[src/design/codec_reg_params.svh]
// Purpose: Offsets, field positions, reset values and indices for the codec register bank
// Assumes: Byte-wide host I/O port with a two-bit address
// Notes:   Definitions only
`ifndef CODEC_REG_PARAMS_SVH
`define CODEC_REG_PARAMS_SVH

// ----------------------------------------
// Direct port offsets
// ----------------------------------------
`define OFS_INDEX_POINTER     2'h0
`define OFS_INDEXED_DATA_PORT 2'h1
`define OFS_DIRECT_2          2'h2
`define OFS_DIRECT_3          2'h3

// ----------------------------------------
// Index pointer fields
// ----------------------------------------
`define IP_INIT_BIT   7
`define IP_MCE_BIT    6
`define IP_TRD_BIT    5
`define IP_INDEX_MSB  4

// ----------------------------------------
// Indirect indices
// ----------------------------------------
`define IDX_EXTENDED_WINDOW 5'h17
`define IDX_CAPTURE_HIGH    5'h1e
`define IDX_CAPTURE_LOW     5'h1f

// ----------------------------------------
// Extended window fields
// ----------------------------------------
`define EW_ADDR_LO_MSB   7
`define EW_ADDR_LO_LSB   4
`define EW_SELECT_BIT    3
`define EW_ADDR_HI_BIT   2
`define EW_FREEZE_BIT    0

// ----------------------------------------
// Extended indices
// ----------------------------------------
`define XIDX_LAST_PLAIN  5'h11
`define XIDX_VERSION     5'h19

// ----------------------------------------
// Extended register fields
// ----------------------------------------
`define XR_LINE_L        0
`define XR_LINE_R        1
`define XR_MIC_L         2
`define XR_MIC_R         3
`define XR_MIXER         4
`define XF_GAIN_MSB      4
`define XF_LINE_BYP_BIT  5
`define XF_LINE_IN_BIT   6
`define XF_LINE_OUT_BIT  7
`define XF_MIC_BOOST_BIT 5
`define XF_MIC_OUT_BIT   6
`define XF_MIC_IN_BIT    7
`define XF_SYNTH_REMAP   2
`define XF_WT_REMAP_DIS  3

// ----------------------------------------
// Reset values and the mode 3 code
// ----------------------------------------
`define RST_CAPTURE_BASE 8'h00
`define RST_LINE_ALT     8'he8
`define RST_MIC          8'hcf
`define RST_EXT_PLAIN    8'h00
`define RST_INDEX        8'h40
`define RST_WINDOW       8'h00
`define MODE_ENHANCED    2'h3

`endif

[src/design/codec_reg_pkg.sv]
// Purpose: Types shared by the codec register bank
// Assumes: Constants live in codec_reg_params.svh
// Notes:   Types only
package codec_reg_pkg;
   typedef logic [7:0] reg_byte_t;
   typedef logic [4:0] reg_index_t;
   typedef enum logic [1:0] {MODE_1, MODE_2, MODE_RSVD, MODE_3} codec_mode_t;
endpackage

[src/design/codec_ext_regs.sv]
// Purpose: Host register bank: index pointer, data port, capture base and extended bank
// Assumes: Host address, data and strobes are asynchronous pins; a strobe holds its
//          address and data stable while asserted
// Notes:   Writes are taken one clock after the synchronised strobe edge;
//          reads refresh every clock from the synchronised address;
//          the extended bank is open only in mode 3
`timescale 1ns/10ps
`include "codec_reg_params.svh"
module codec_ext_regs
   import codec_reg_pkg::*;
#(
   parameter int          NUM_PLAIN = 18,     // Extended indices 0..17 stored
   parameter logic [7:0]  VERSION_ID = 8'h5a  // Arbitrary value
) (
   input  wire logic        sys_clk,
   input  wire logic        rst_b,
   input  wire logic [1:0]  host_addr,
   input  wire logic [7:0]  host_wdata,
   input  wire logic        host_wr_n,
   input  wire logic        host_rd_n,
   input  wire logic        host_cs_n,
   input  wire logic [1:0]  mode_sel,
   output logic      [7:0]  host_rdata,
   output logic             host_rdata_oe,
   output logic      [15:0] capture_base,
   output logic             adpcm_capture_freeze,
   output logic             init_flag,
   output logic             mode_change_enable,
   output logic             transfer_request_disable,
   output logic      [4:0]  line_alt_gain_left,
   output logic      [4:0]  line_alt_gain_right,
   output logic             line_output_mute_left,
   output logic             line_output_mute_right,
   output logic             line_input_mute_left,
   output logic             line_input_mute_right,
   output logic             line_bypass_mute_left,
   output logic             line_bypass_mute_right,
   output logic      [4:0]  mic_gain_left,
   output logic      [4:0]  mic_gain_right,
   output logic             mic_boost_left,
   output logic             mic_boost_right,
   output logic             mic_output_mute_left,
   output logic             mic_output_mute_right,
   output logic             mic_input_mute_left,
   output logic             mic_input_mute_right,
   output logic             synth_volume_remap,
   output logic             wavetable_remap_disable
);

   // ----------------------------------------
   // Pin synchronisation
   // ----------------------------------------
   logic       wr_level;      // Synchronised write strobe
   logic       wr_rise;       // Write strobe start
   logic       wr_take_reg;   // Write strobe start, one clock later
   logic       rd_level;      // Synchronised read strobe
   logic [1:0] addr_meta_reg; // Address first stage
   logic [1:0] addr_reg;      // Address second stage
   logic [7:0] wdata_meta_reg;// Data first stage
   logic [7:0] wdata_reg;     // Data second stage
   logic [1:0] mode_meta_reg; // Mode first stage
   logic [1:0] mode_reg;      // Mode second stage

   // Strobes are qualified by chip select before the synchroniser
   host_strobe_sync u_wr_sync (
      .sys_clk      (sys_clk),
      .rst_b        (rst_b),
      .strobe_in    (~host_wr_n & ~host_cs_n),
      .strobe_level (wr_level),
      .strobe_rise  (wr_rise)
   );

   // The read strobe only drives the bus enable
   host_strobe_sync u_rd_sync (
      .sys_clk      (sys_clk),
      .rst_b        (rst_b),
      .strobe_in    (~host_rd_n & ~host_cs_n),
      .strobe_level (rd_level),
      .strobe_rise  ()
   );

   // Two flops on address, data and mode pins
   // Address and data are held by the host while the strobe is low
   always_ff @(posedge sys_clk or negedge rst_b) begin
      if (!rst_b) begin
         addr_meta_reg  <= 2'h0;
         addr_reg       <= 2'h0;
         wdata_meta_reg <= 8'h00;
         wdata_reg      <= 8'h00;
         mode_meta_reg  <= 2'h0;
         mode_reg       <= 2'h0;
      end else begin
         addr_meta_reg  <= host_addr;
         addr_reg       <= addr_meta_reg;
         wdata_meta_reg <= host_wdata;
         wdata_reg      <= wdata_meta_reg;
         mode_meta_reg  <= mode_sel;
         mode_reg       <= mode_meta_reg;
      end
   end

   // Delay the write by one clock: address and data were then sampled
   // at least one clock after the strobe was first seen low, so slow
   // data setup on the bus cannot be caught half settled
   always_ff @(posedge sys_clk or negedge rst_b) begin
      if (!rst_b) begin
         wr_take_reg <= 1'b0;              // No write pending
      end else begin
         wr_take_reg <= wr_rise;           // One pulse per strobe
      end
   end

   // ----------------------------------------
   // Decode
   // ----------------------------------------
   // A write lands on exactly one clock per strobe; reads are
   // combinational from the synchronised address and the index
   logic       enhanced;       // Device in mode 3
   logic       wr_index;       // Write to index pointer
   logic       wr_data;        // Write to data port
   logic       wr_window;      // Data port write hits extended window
   logic       wr_ext;         // Data port write reaches an extended register
   reg_byte_t  index_reg;      // Index pointer
   reg_byte_t  window_reg;     // Extended window in address role
   reg_byte_t  cap_high_reg;   // Capture base high byte
   reg_byte_t  cap_low_reg;    // Capture base low byte
   reg_index_t ext_index;      // Selected extended index
   logic       ext_data_select;// Window acts as data register

   // Port decode uses the synchronised address only
   assign enhanced        = (mode_reg == `MODE_ENHANCED);
   assign wr_index        = wr_take_reg && (addr_reg == `OFS_INDEX_POINTER);
   assign wr_data         = wr_take_reg && (addr_reg == `OFS_INDEXED_DATA_PORT);
   assign wr_window       = wr_data && (index_reg[`IP_INDEX_MSB:0] == `IDX_EXTENDED_WINDOW);
   assign ext_data_select = window_reg[`EW_SELECT_BIT];
   assign ext_index       = {window_reg[`EW_ADDR_HI_BIT],
                             window_reg[`EW_ADDR_LO_MSB:`EW_ADDR_LO_LSB]};
   assign wr_ext          = wr_window && ext_data_select && enhanced;

   // ----------------------------------------
   // Index pointer
   // ----------------------------------------
   // Holds init, mode change, request disable and index fields
   // Any write here also drops the window's select bit
   // Reset value leaves mode change enabled after power-up
   always_ff @(posedge sys_clk or negedge rst_b) begin
      if (!rst_b) begin
         index_reg <= `RST_INDEX;
      end else if (wr_index) begin
         index_reg <= wdata_reg;
      end
   end

   // Index fields drive the rest of the codec directly
   assign init_flag                = index_reg[`IP_INIT_BIT];
   assign mode_change_enable       = index_reg[`IP_MCE_BIT];
   assign transfer_request_disable = index_reg[`IP_TRD_BIT];

   // ----------------------------------------
   // Extended window
   // ----------------------------------------
   // Address role is written while select is clear; index write drops select
   // While select is set in mode 3 the window byte is frozen, so data
   // meant for an extended register never lands in the address role
   // Reads in address role return this byte as stored, select bit cleared outside mode 3 and by index writes
   always_ff @(posedge sys_clk or negedge rst_b) begin
      if (!rst_b) begin
         window_reg <= `RST_WINDOW;
      end else if (wr_index) begin
         window_reg[`EW_SELECT_BIT] <= 1'b0;
      end else if (wr_window && !(ext_data_select && enhanced)) begin
         window_reg <= wdata_reg;
         if (!enhanced) begin
            // Outside mode 3 the select bit cannot be set
            window_reg[`EW_SELECT_BIT] <= 1'b0;
         end
      end
   end

   // The capture coder holds its accumulator and step size
   // for as long as this bit is set
   assign adpcm_capture_freeze = window_reg[`EW_FREEZE_BIT];

   // ----------------------------------------
   // Capture base count
   // ----------------------------------------
   // Plain read-back bytes of the 16-bit base
   // The counter that consumes the base lives outside this block
   always_ff @(posedge sys_clk or negedge rst_b) begin
      if (!rst_b) begin
         cap_high_reg <= `RST_CAPTURE_BASE;
         cap_low_reg  <= `RST_CAPTURE_BASE;
      end else if (wr_data) begin
         if (index_reg[`IP_INDEX_MSB:0] == `IDX_CAPTURE_HIGH) begin
            cap_high_reg <= wdata_reg;
         end
         if (index_reg[`IP_INDEX_MSB:0] == `IDX_CAPTURE_LOW) begin
            cap_low_reg <= wdata_reg;
         end
      end
   end

   // Upper byte in the high half of the count
   assign capture_base = {cap_high_reg, cap_low_reg};

   // ----------------------------------------
   // Extended register storage
   // ----------------------------------------
   // Indices 18..24 have no storage and index 25 is a constant
   reg_byte_t ext_mem [NUM_PLAIN];   // Extended registers 0..17

   // Reserved indices drop writes; the version register is read-only
   // Only mode 3 with the select bit set reaches this store
   always_ff @(posedge sys_clk or negedge rst_b) begin
      if (!rst_b) begin
         for (int i = 0; i < NUM_PLAIN; i++) begin
            ext_mem[i] <= `RST_EXT_PLAIN;
         end
         ext_mem[`XR_LINE_L] <= `RST_LINE_ALT;
         ext_mem[`XR_LINE_R] <= `RST_LINE_ALT;
         ext_mem[`XR_MIC_L]  <= `RST_MIC;
         ext_mem[`XR_MIC_R]  <= `RST_MIC;
      end else if (wr_ext && (ext_index <= `XIDX_LAST_PLAIN)) begin
         ext_mem[ext_index] <= wdata_reg;
      end
   end

   // ----------------------------------------
   // Mixer control fields
   // ----------------------------------------
   // Plain wires from the stored bytes, so a write reaches the mixer
   // on the same clock that it lands

   // Line alternate: gain, bypass, input and output mutes
   assign line_alt_gain_left      = ext_mem[`XR_LINE_L][`XF_GAIN_MSB:0];
   assign line_alt_gain_right     = ext_mem[`XR_LINE_R][`XF_GAIN_MSB:0];
   assign line_output_mute_left   = ext_mem[`XR_LINE_L][`XF_LINE_OUT_BIT];
   assign line_output_mute_right  = ext_mem[`XR_LINE_R][`XF_LINE_OUT_BIT];
   assign line_input_mute_left    = ext_mem[`XR_LINE_L][`XF_LINE_IN_BIT];
   assign line_input_mute_right   = ext_mem[`XR_LINE_R][`XF_LINE_IN_BIT];
   assign line_bypass_mute_left   = ext_mem[`XR_LINE_L][`XF_LINE_BYP_BIT];
   assign line_bypass_mute_right  = ext_mem[`XR_LINE_R][`XF_LINE_BYP_BIT];

   // Microphone: gain, boost, output and input mutes
   assign mic_gain_left           = ext_mem[`XR_MIC_L][`XF_GAIN_MSB:0];
   assign mic_gain_right          = ext_mem[`XR_MIC_R][`XF_GAIN_MSB:0];
   assign mic_boost_left          = ext_mem[`XR_MIC_L][`XF_MIC_BOOST_BIT];
   assign mic_boost_right         = ext_mem[`XR_MIC_R][`XF_MIC_BOOST_BIT];
   assign mic_output_mute_left    = ext_mem[`XR_MIC_L][`XF_MIC_OUT_BIT];
   assign mic_output_mute_right   = ext_mem[`XR_MIC_R][`XF_MIC_OUT_BIT];
   assign mic_input_mute_left     = ext_mem[`XR_MIC_L][`XF_MIC_IN_BIT];
   assign mic_input_mute_right    = ext_mem[`XR_MIC_R][`XF_MIC_IN_BIT];

   // Remap bits that hand the line input to the alternate registers
   assign synth_volume_remap      = ext_mem[`XR_MIXER][`XF_SYNTH_REMAP];
   assign wavetable_remap_disable = ext_mem[`XR_MIXER][`XF_WT_REMAP_DIS];

   // ----------------------------------------
   // Read path
   // ----------------------------------------
   reg_byte_t rd_next;   // Byte for the current read address
   reg_byte_t ext_rd;    // Byte of the selected extended register

   // ----------------------------------------
   // Extended read
   // ----------------------------------------
   // Extended read: stored, version, or zero for reserved
   // Software must not rely on the zero from a reserved index
   always_comb begin
      if (ext_index <= `XIDX_LAST_PLAIN) begin
         ext_rd = ext_mem[ext_index];
      end else if (ext_index == `XIDX_VERSION) begin
         ext_rd = VERSION_ID;
      end else begin
         ext_rd = 8'h00;
      end
   end

   // ----------------------------------------
   // Direct port read mux
   // ----------------------------------------
   // Direct port and indirect read mux
   always_comb begin
      rd_next = 8'h00;
      unique case (addr_reg)
         `OFS_INDEX_POINTER: begin
            rd_next = index_reg;
         end
         `OFS_INDEXED_DATA_PORT: begin
            unique case (index_reg[`IP_INDEX_MSB:0])
               `IDX_EXTENDED_WINDOW: begin
                  rd_next = (ext_data_select && enhanced) ? ext_rd : window_reg;
               end
               `IDX_CAPTURE_HIGH: begin
                  rd_next = cap_high_reg;
               end
               `IDX_CAPTURE_LOW: begin
                  rd_next = cap_low_reg;
               end
               default: begin
                  rd_next = 8'h00;
               end
            endcase
         end
         `OFS_DIRECT_2, `OFS_DIRECT_3: begin
            rd_next = 8'h00;
         end
      endcase
   end

   // ----------------------------------------
   // Read data register
   // ----------------------------------------
   // Registered read data and drive enable while the read strobe is held
   // Data refresh every clock; the bus only looks while the enable is high
   always_ff @(posedge sys_clk or negedge rst_b) begin
      if (!rst_b) begin
         host_rdata    <= 8'h00;
         host_rdata_oe <= 1'b0;
      end else begin
         host_rdata    <= rd_next;
         host_rdata_oe <= rd_level;
      end
   end

endmodule // codec_ext_regs

[src/design/host_strobe_sync.sv]
// Purpose: Two-flop synchroniser and rising-edge detector for a host strobe
// Assumes: Strobe is asynchronous to sys_clk
// Notes:   First stage is read only by the second stage
`timescale 1ns/10ps
module host_strobe_sync (
   input  wire logic sys_clk,
   input  wire logic rst_b,
   input  wire logic strobe_in,
   output logic      strobe_level,
   output logic      strobe_rise
);
   logic meta_reg;   // First synchroniser stage
   logic sync_reg;   // Second synchroniser stage
   logic prev_reg;   // Delayed copy for edge detection

   // Synchronise and delay the strobe
   always_ff @(posedge sys_clk or negedge rst_b) begin
      if (!rst_b) begin
         meta_reg <= 1'b0;
         sync_reg <= 1'b0;
         prev_reg <= 1'b0;
      end else begin
         meta_reg <= strobe_in;
         sync_reg <= meta_reg;
         prev_reg <= sync_reg;
      end
   end

   assign strobe_level = sync_reg;
   assign strobe_rise  = sync_reg & ~prev_reg;
endmodule // host_strobe_sync

[config.mk]
export PLATFORM = sky130hd
export DESIGN_NAME = codec_ext_regs
export DESIGN_NICKNAME = d
export VERILOG_FILES = /design/src/design/codec_reg_pkg.sv /design/src/design/codec_ext_regs.sv /design/src/design/host_strobe_sync.sv
export VERILOG_INCLUDE_DIRS = /design/src /design/src/design
export SDC_FILE = /design/constraint.sdc
export NUM_CORES = 1
export LEC_CHECK = 0
export ABC_AREA = 1
export BUFFER_PORTS_ARGS = -buffer_cell sky130_fd_sc_hd__buf_2
export CORE_MARGIN = 3
export CORE_UTILIZATION = 40
export CTS_CLUSTER_DIAMETER = 120
export DETAILED_ROUTE_END_ITERATION = 10
export PLACE_DENSITY_LB_ADDON = 0.15
export SETUP_SLACK_MARGIN = 0.1
export SYNTH_ARGS = -nofsm -noshare
export SYNTH_HDL_FRONTEND = slang
export SYNTH_SLANG_ARGS = --single-unit
[constraint.sdc]
create_clock -name sys_clk -period 4.05 [get_ports sys_clk]
set_input_delay 0 -clock sys_clk [delete_from_list [all_inputs] [get_ports sys_clk]]
set_output_delay 0 -clock sys_clk [all_outputs]
set_load 0.05 [all_outputs]
==> reports/summary.txt <==
deepest clock path buffer count: 3
Post-Syn Area: 9350 µm²
Fillers: 2210
Layout Skew: 0.00973 ns
Worst slew margin: 20.1%
grt total ovfl: 0
largest net degree at the start of global routing: 109
Crit Path Category: reg2reg
layout cell share with drive strength beyond 1: 13.7%
PnR worst setup slack: 1.35 ns
Synthesized Nets: 1118
GRT Util Overall: 20.7%
Die Wd: 159 µm
most frequent cells in the layout: 494 x nand2_1, 194 x dfrtp_1, 163 x o21ai_0
status: finished clean
top cell type's share of synthesized area: 51.9%
Cell Rows: 55
hold path depth: 2
crit-path max cell delay: 0.90 ns
reg-to-reg slack, setup: 1.35 ns
Via Count: 7433
Most flops, register: ext_mem
Fmax achieved: 370 MHz
worst skew pair latency: 0.52 ns
Multi-input gate area: 3350 µm²
first-pass GRT wire length: 41.9 mm
crit-path cells: inv_1 -> nand2_1 -> nor2_1 -> nand2_1 -> o21ai_0
Post-synth EDFFs: 0
R2R Path Start: window_reg[7]$_DFFE_PN0P_
CTS tree: done
core area: 22800 µm²
Post-Route WL: 25.9 mm
num ports: 80
Post-Place Setup Slack: 1.46 ns
Yosys cell types: 29
CP Max Fanout: 18
CTS root buf: clkbuf_16
cell taking the most area after synthesis: dfrtp_1
Area contributors post-synth: dfrtp_1 52%, nand2_1 20%, o21ai_0 8.7%, dfstp_2 5.9%, buf_4 1.6%
most common cell after layout, fill and taps aside: nand2_1
minimum clock period after layout: 2.70 ns
number of global-route vias before repair: 7165
peak supply drop: 0.000293 V
CP max stage cell: nor2_1
Cell Pwr Density: 428 nW/µm²
most used cell, CP: nand2_1
R2R Path End: ext_mem[9]$_DFFE_PN0P_
Mapped Cells: 1101
unrepaired setup endpoints after global routing: no
average cell area after synthesis: 8.49 µm²
asr flop ratio synth: 100%
initial antenna violation count: 0
Req. time, crit path: 4.46 ns
clock slew at reported path FFs: 0.06 ns
worst hold-check path type: in2reg
Iteration-0 DRC Markers: 652
Syn-to-layout area delta: 15.0%
Die Span Y: 159 µm
Reg area: 5410 µm²
Critical Path End: ext_mem[9]$_DFFE_PN0P_
DRC Markers: 0
MaxCap Viol Count: 0
Post-CTS Repair Setup Buffers: 0
max reg flops: 110
Critical path origin: window_reg[7]$_DFFE_PN0P_
Ant. Diodes: 0
critical path endpoint category: register
Wirelength per Cell: 17.4 µm
warnings from Yosys: 0
clock sink total: 215
Port Buf Inserts: 79
Setup-failing EPs final: 0
Pleak: 5.26 nW
Starting Density: 41.0%
nets@finish: 1174
dpl hpwl: 16.3 mm
GP Congestion: 0.853
die area: 25200 µm²
Via density: 5.00
post-route setup TNS: 0 ns
Slew @ Worst Pin: 1.19 ns
Period Utilization, post-route: 66.7%
total CTS buffers: 23
DR pass1 iterations: 4
Synth Register Bits: 215
Final Hold Viols: 0
Final Util: 47.2%
startpoint class of the critical path: register
final total power: 0.00460 W
Primary FF master, synth: dfrtp_1
Worst R2R Path Depth: 5
ANT nets after route: 0
sequential area share after synthesis: 57.9%
CTS H-tree depth: 1
Pins Over Slew Limit: 0
crit path DAT: 3.11 ns
[final cells by class]
class,count,area share [%]
Sequential cell,215,50.3
Multi-Input combinational cell,772,31.2
Timing Repair Buffer,112,6.59
Clock buffer,32,5.95
Tap cell,313,3.65
Clock inverter,9,1.16
Inverter,33,1.15
[cell usage after synthesis (2+ instances only)]
master	n
nand2_1	494
dfrtp_1	194
o21ai_0	163
clkbuf_1	36
inv_1	28
nand3_1	26
dfstp_2	21
buf_4	20
nor2_1	19
nand4_1	18
buf_2	15
o21ai_1	12
a21oi_1	9
buf_6	9
a22o_1	8
and2_1	4
nor3_1	4
o21bai_1	4
clkinv_1	3
nor3_4	3
inv_2	2
o31ai_1	2
[stage by stage]
step	instance area [µm²]	hold WS, ns	instances
2_1_floorplan	9350	-0.296	1101
3_3_place_gp	9810	0.109	1428
3_5_place_dp	9810	0.110	1428
4_1_cts	10700	0.120	1486
5_1_grt	10700	0.124	1486
6_report	10700	0.127	1486
[per-layer routing]
| metal | GRT usage [%] | share of wire [%] |
|---|---|---|
| met1 | 30.3 | 48 |
| met2 | 32.3 | 45 |
| met3 | 2.87 | 5.2 |
| met4 | 6.25 | 2.6 |
| met5 | 0 | 0 |
[worst max-delay path: cells and delay by family (launching register included)]
kind,cells,cell delay [ns]
buf+inv,1,0.15
flops,1,0.45
simple gates,3,1.63
compound gates,1,0.36
[power by group]
part           internal [W]  switching [W]  total, W  leakage, nW
Clock               0.00129       0.000870   0.00216        0.370
Sequential          0.00219      0.0000271   0.00222         2.85
Combinational     0.0000463       0.000173  0.000219         2.04
[worst min path at each step]
stage                             start                           to
after floorplan                   rst_b   addr_meta_reg[0]$_DFF_PN0_
after global placement      mode_sel[0]   mode_meta_reg[0]$_DFF_PN0_
after detailed placement  host_wdata[7]  wdata_meta_reg[7]$_DFF_PN0_
after CTS                 host_wdata[4]  wdata_meta_reg[4]$_DFF_PN0_
after global routing       host_addr[1]   addr_meta_reg[1]$_DFF_PN0_
final                      host_addr[0]   addr_meta_reg[0]$_DFF_PN0_
[cells by family (layout without fill, tap and decap cells)]
kind of cell / after synthesis / in the layout / share of synthesized area, %
AO/OA/AOI/OAI: 199 / 199 / 11.2
buffers and inverters: 114 / 186 / 6.31
flip-flops: 215 / 215 / 57.9
AND/OR/NAND/NOR: 573 / 573 / 24.7
[repair_timing]
action | 4_1_cts | 5_1_grt
resized for setup | 0 | 0
endpoints found under the hold margin | 103 | 0
hold buffers | 17 | 0
Note: power is estimated with default switching activity, not from simulation.
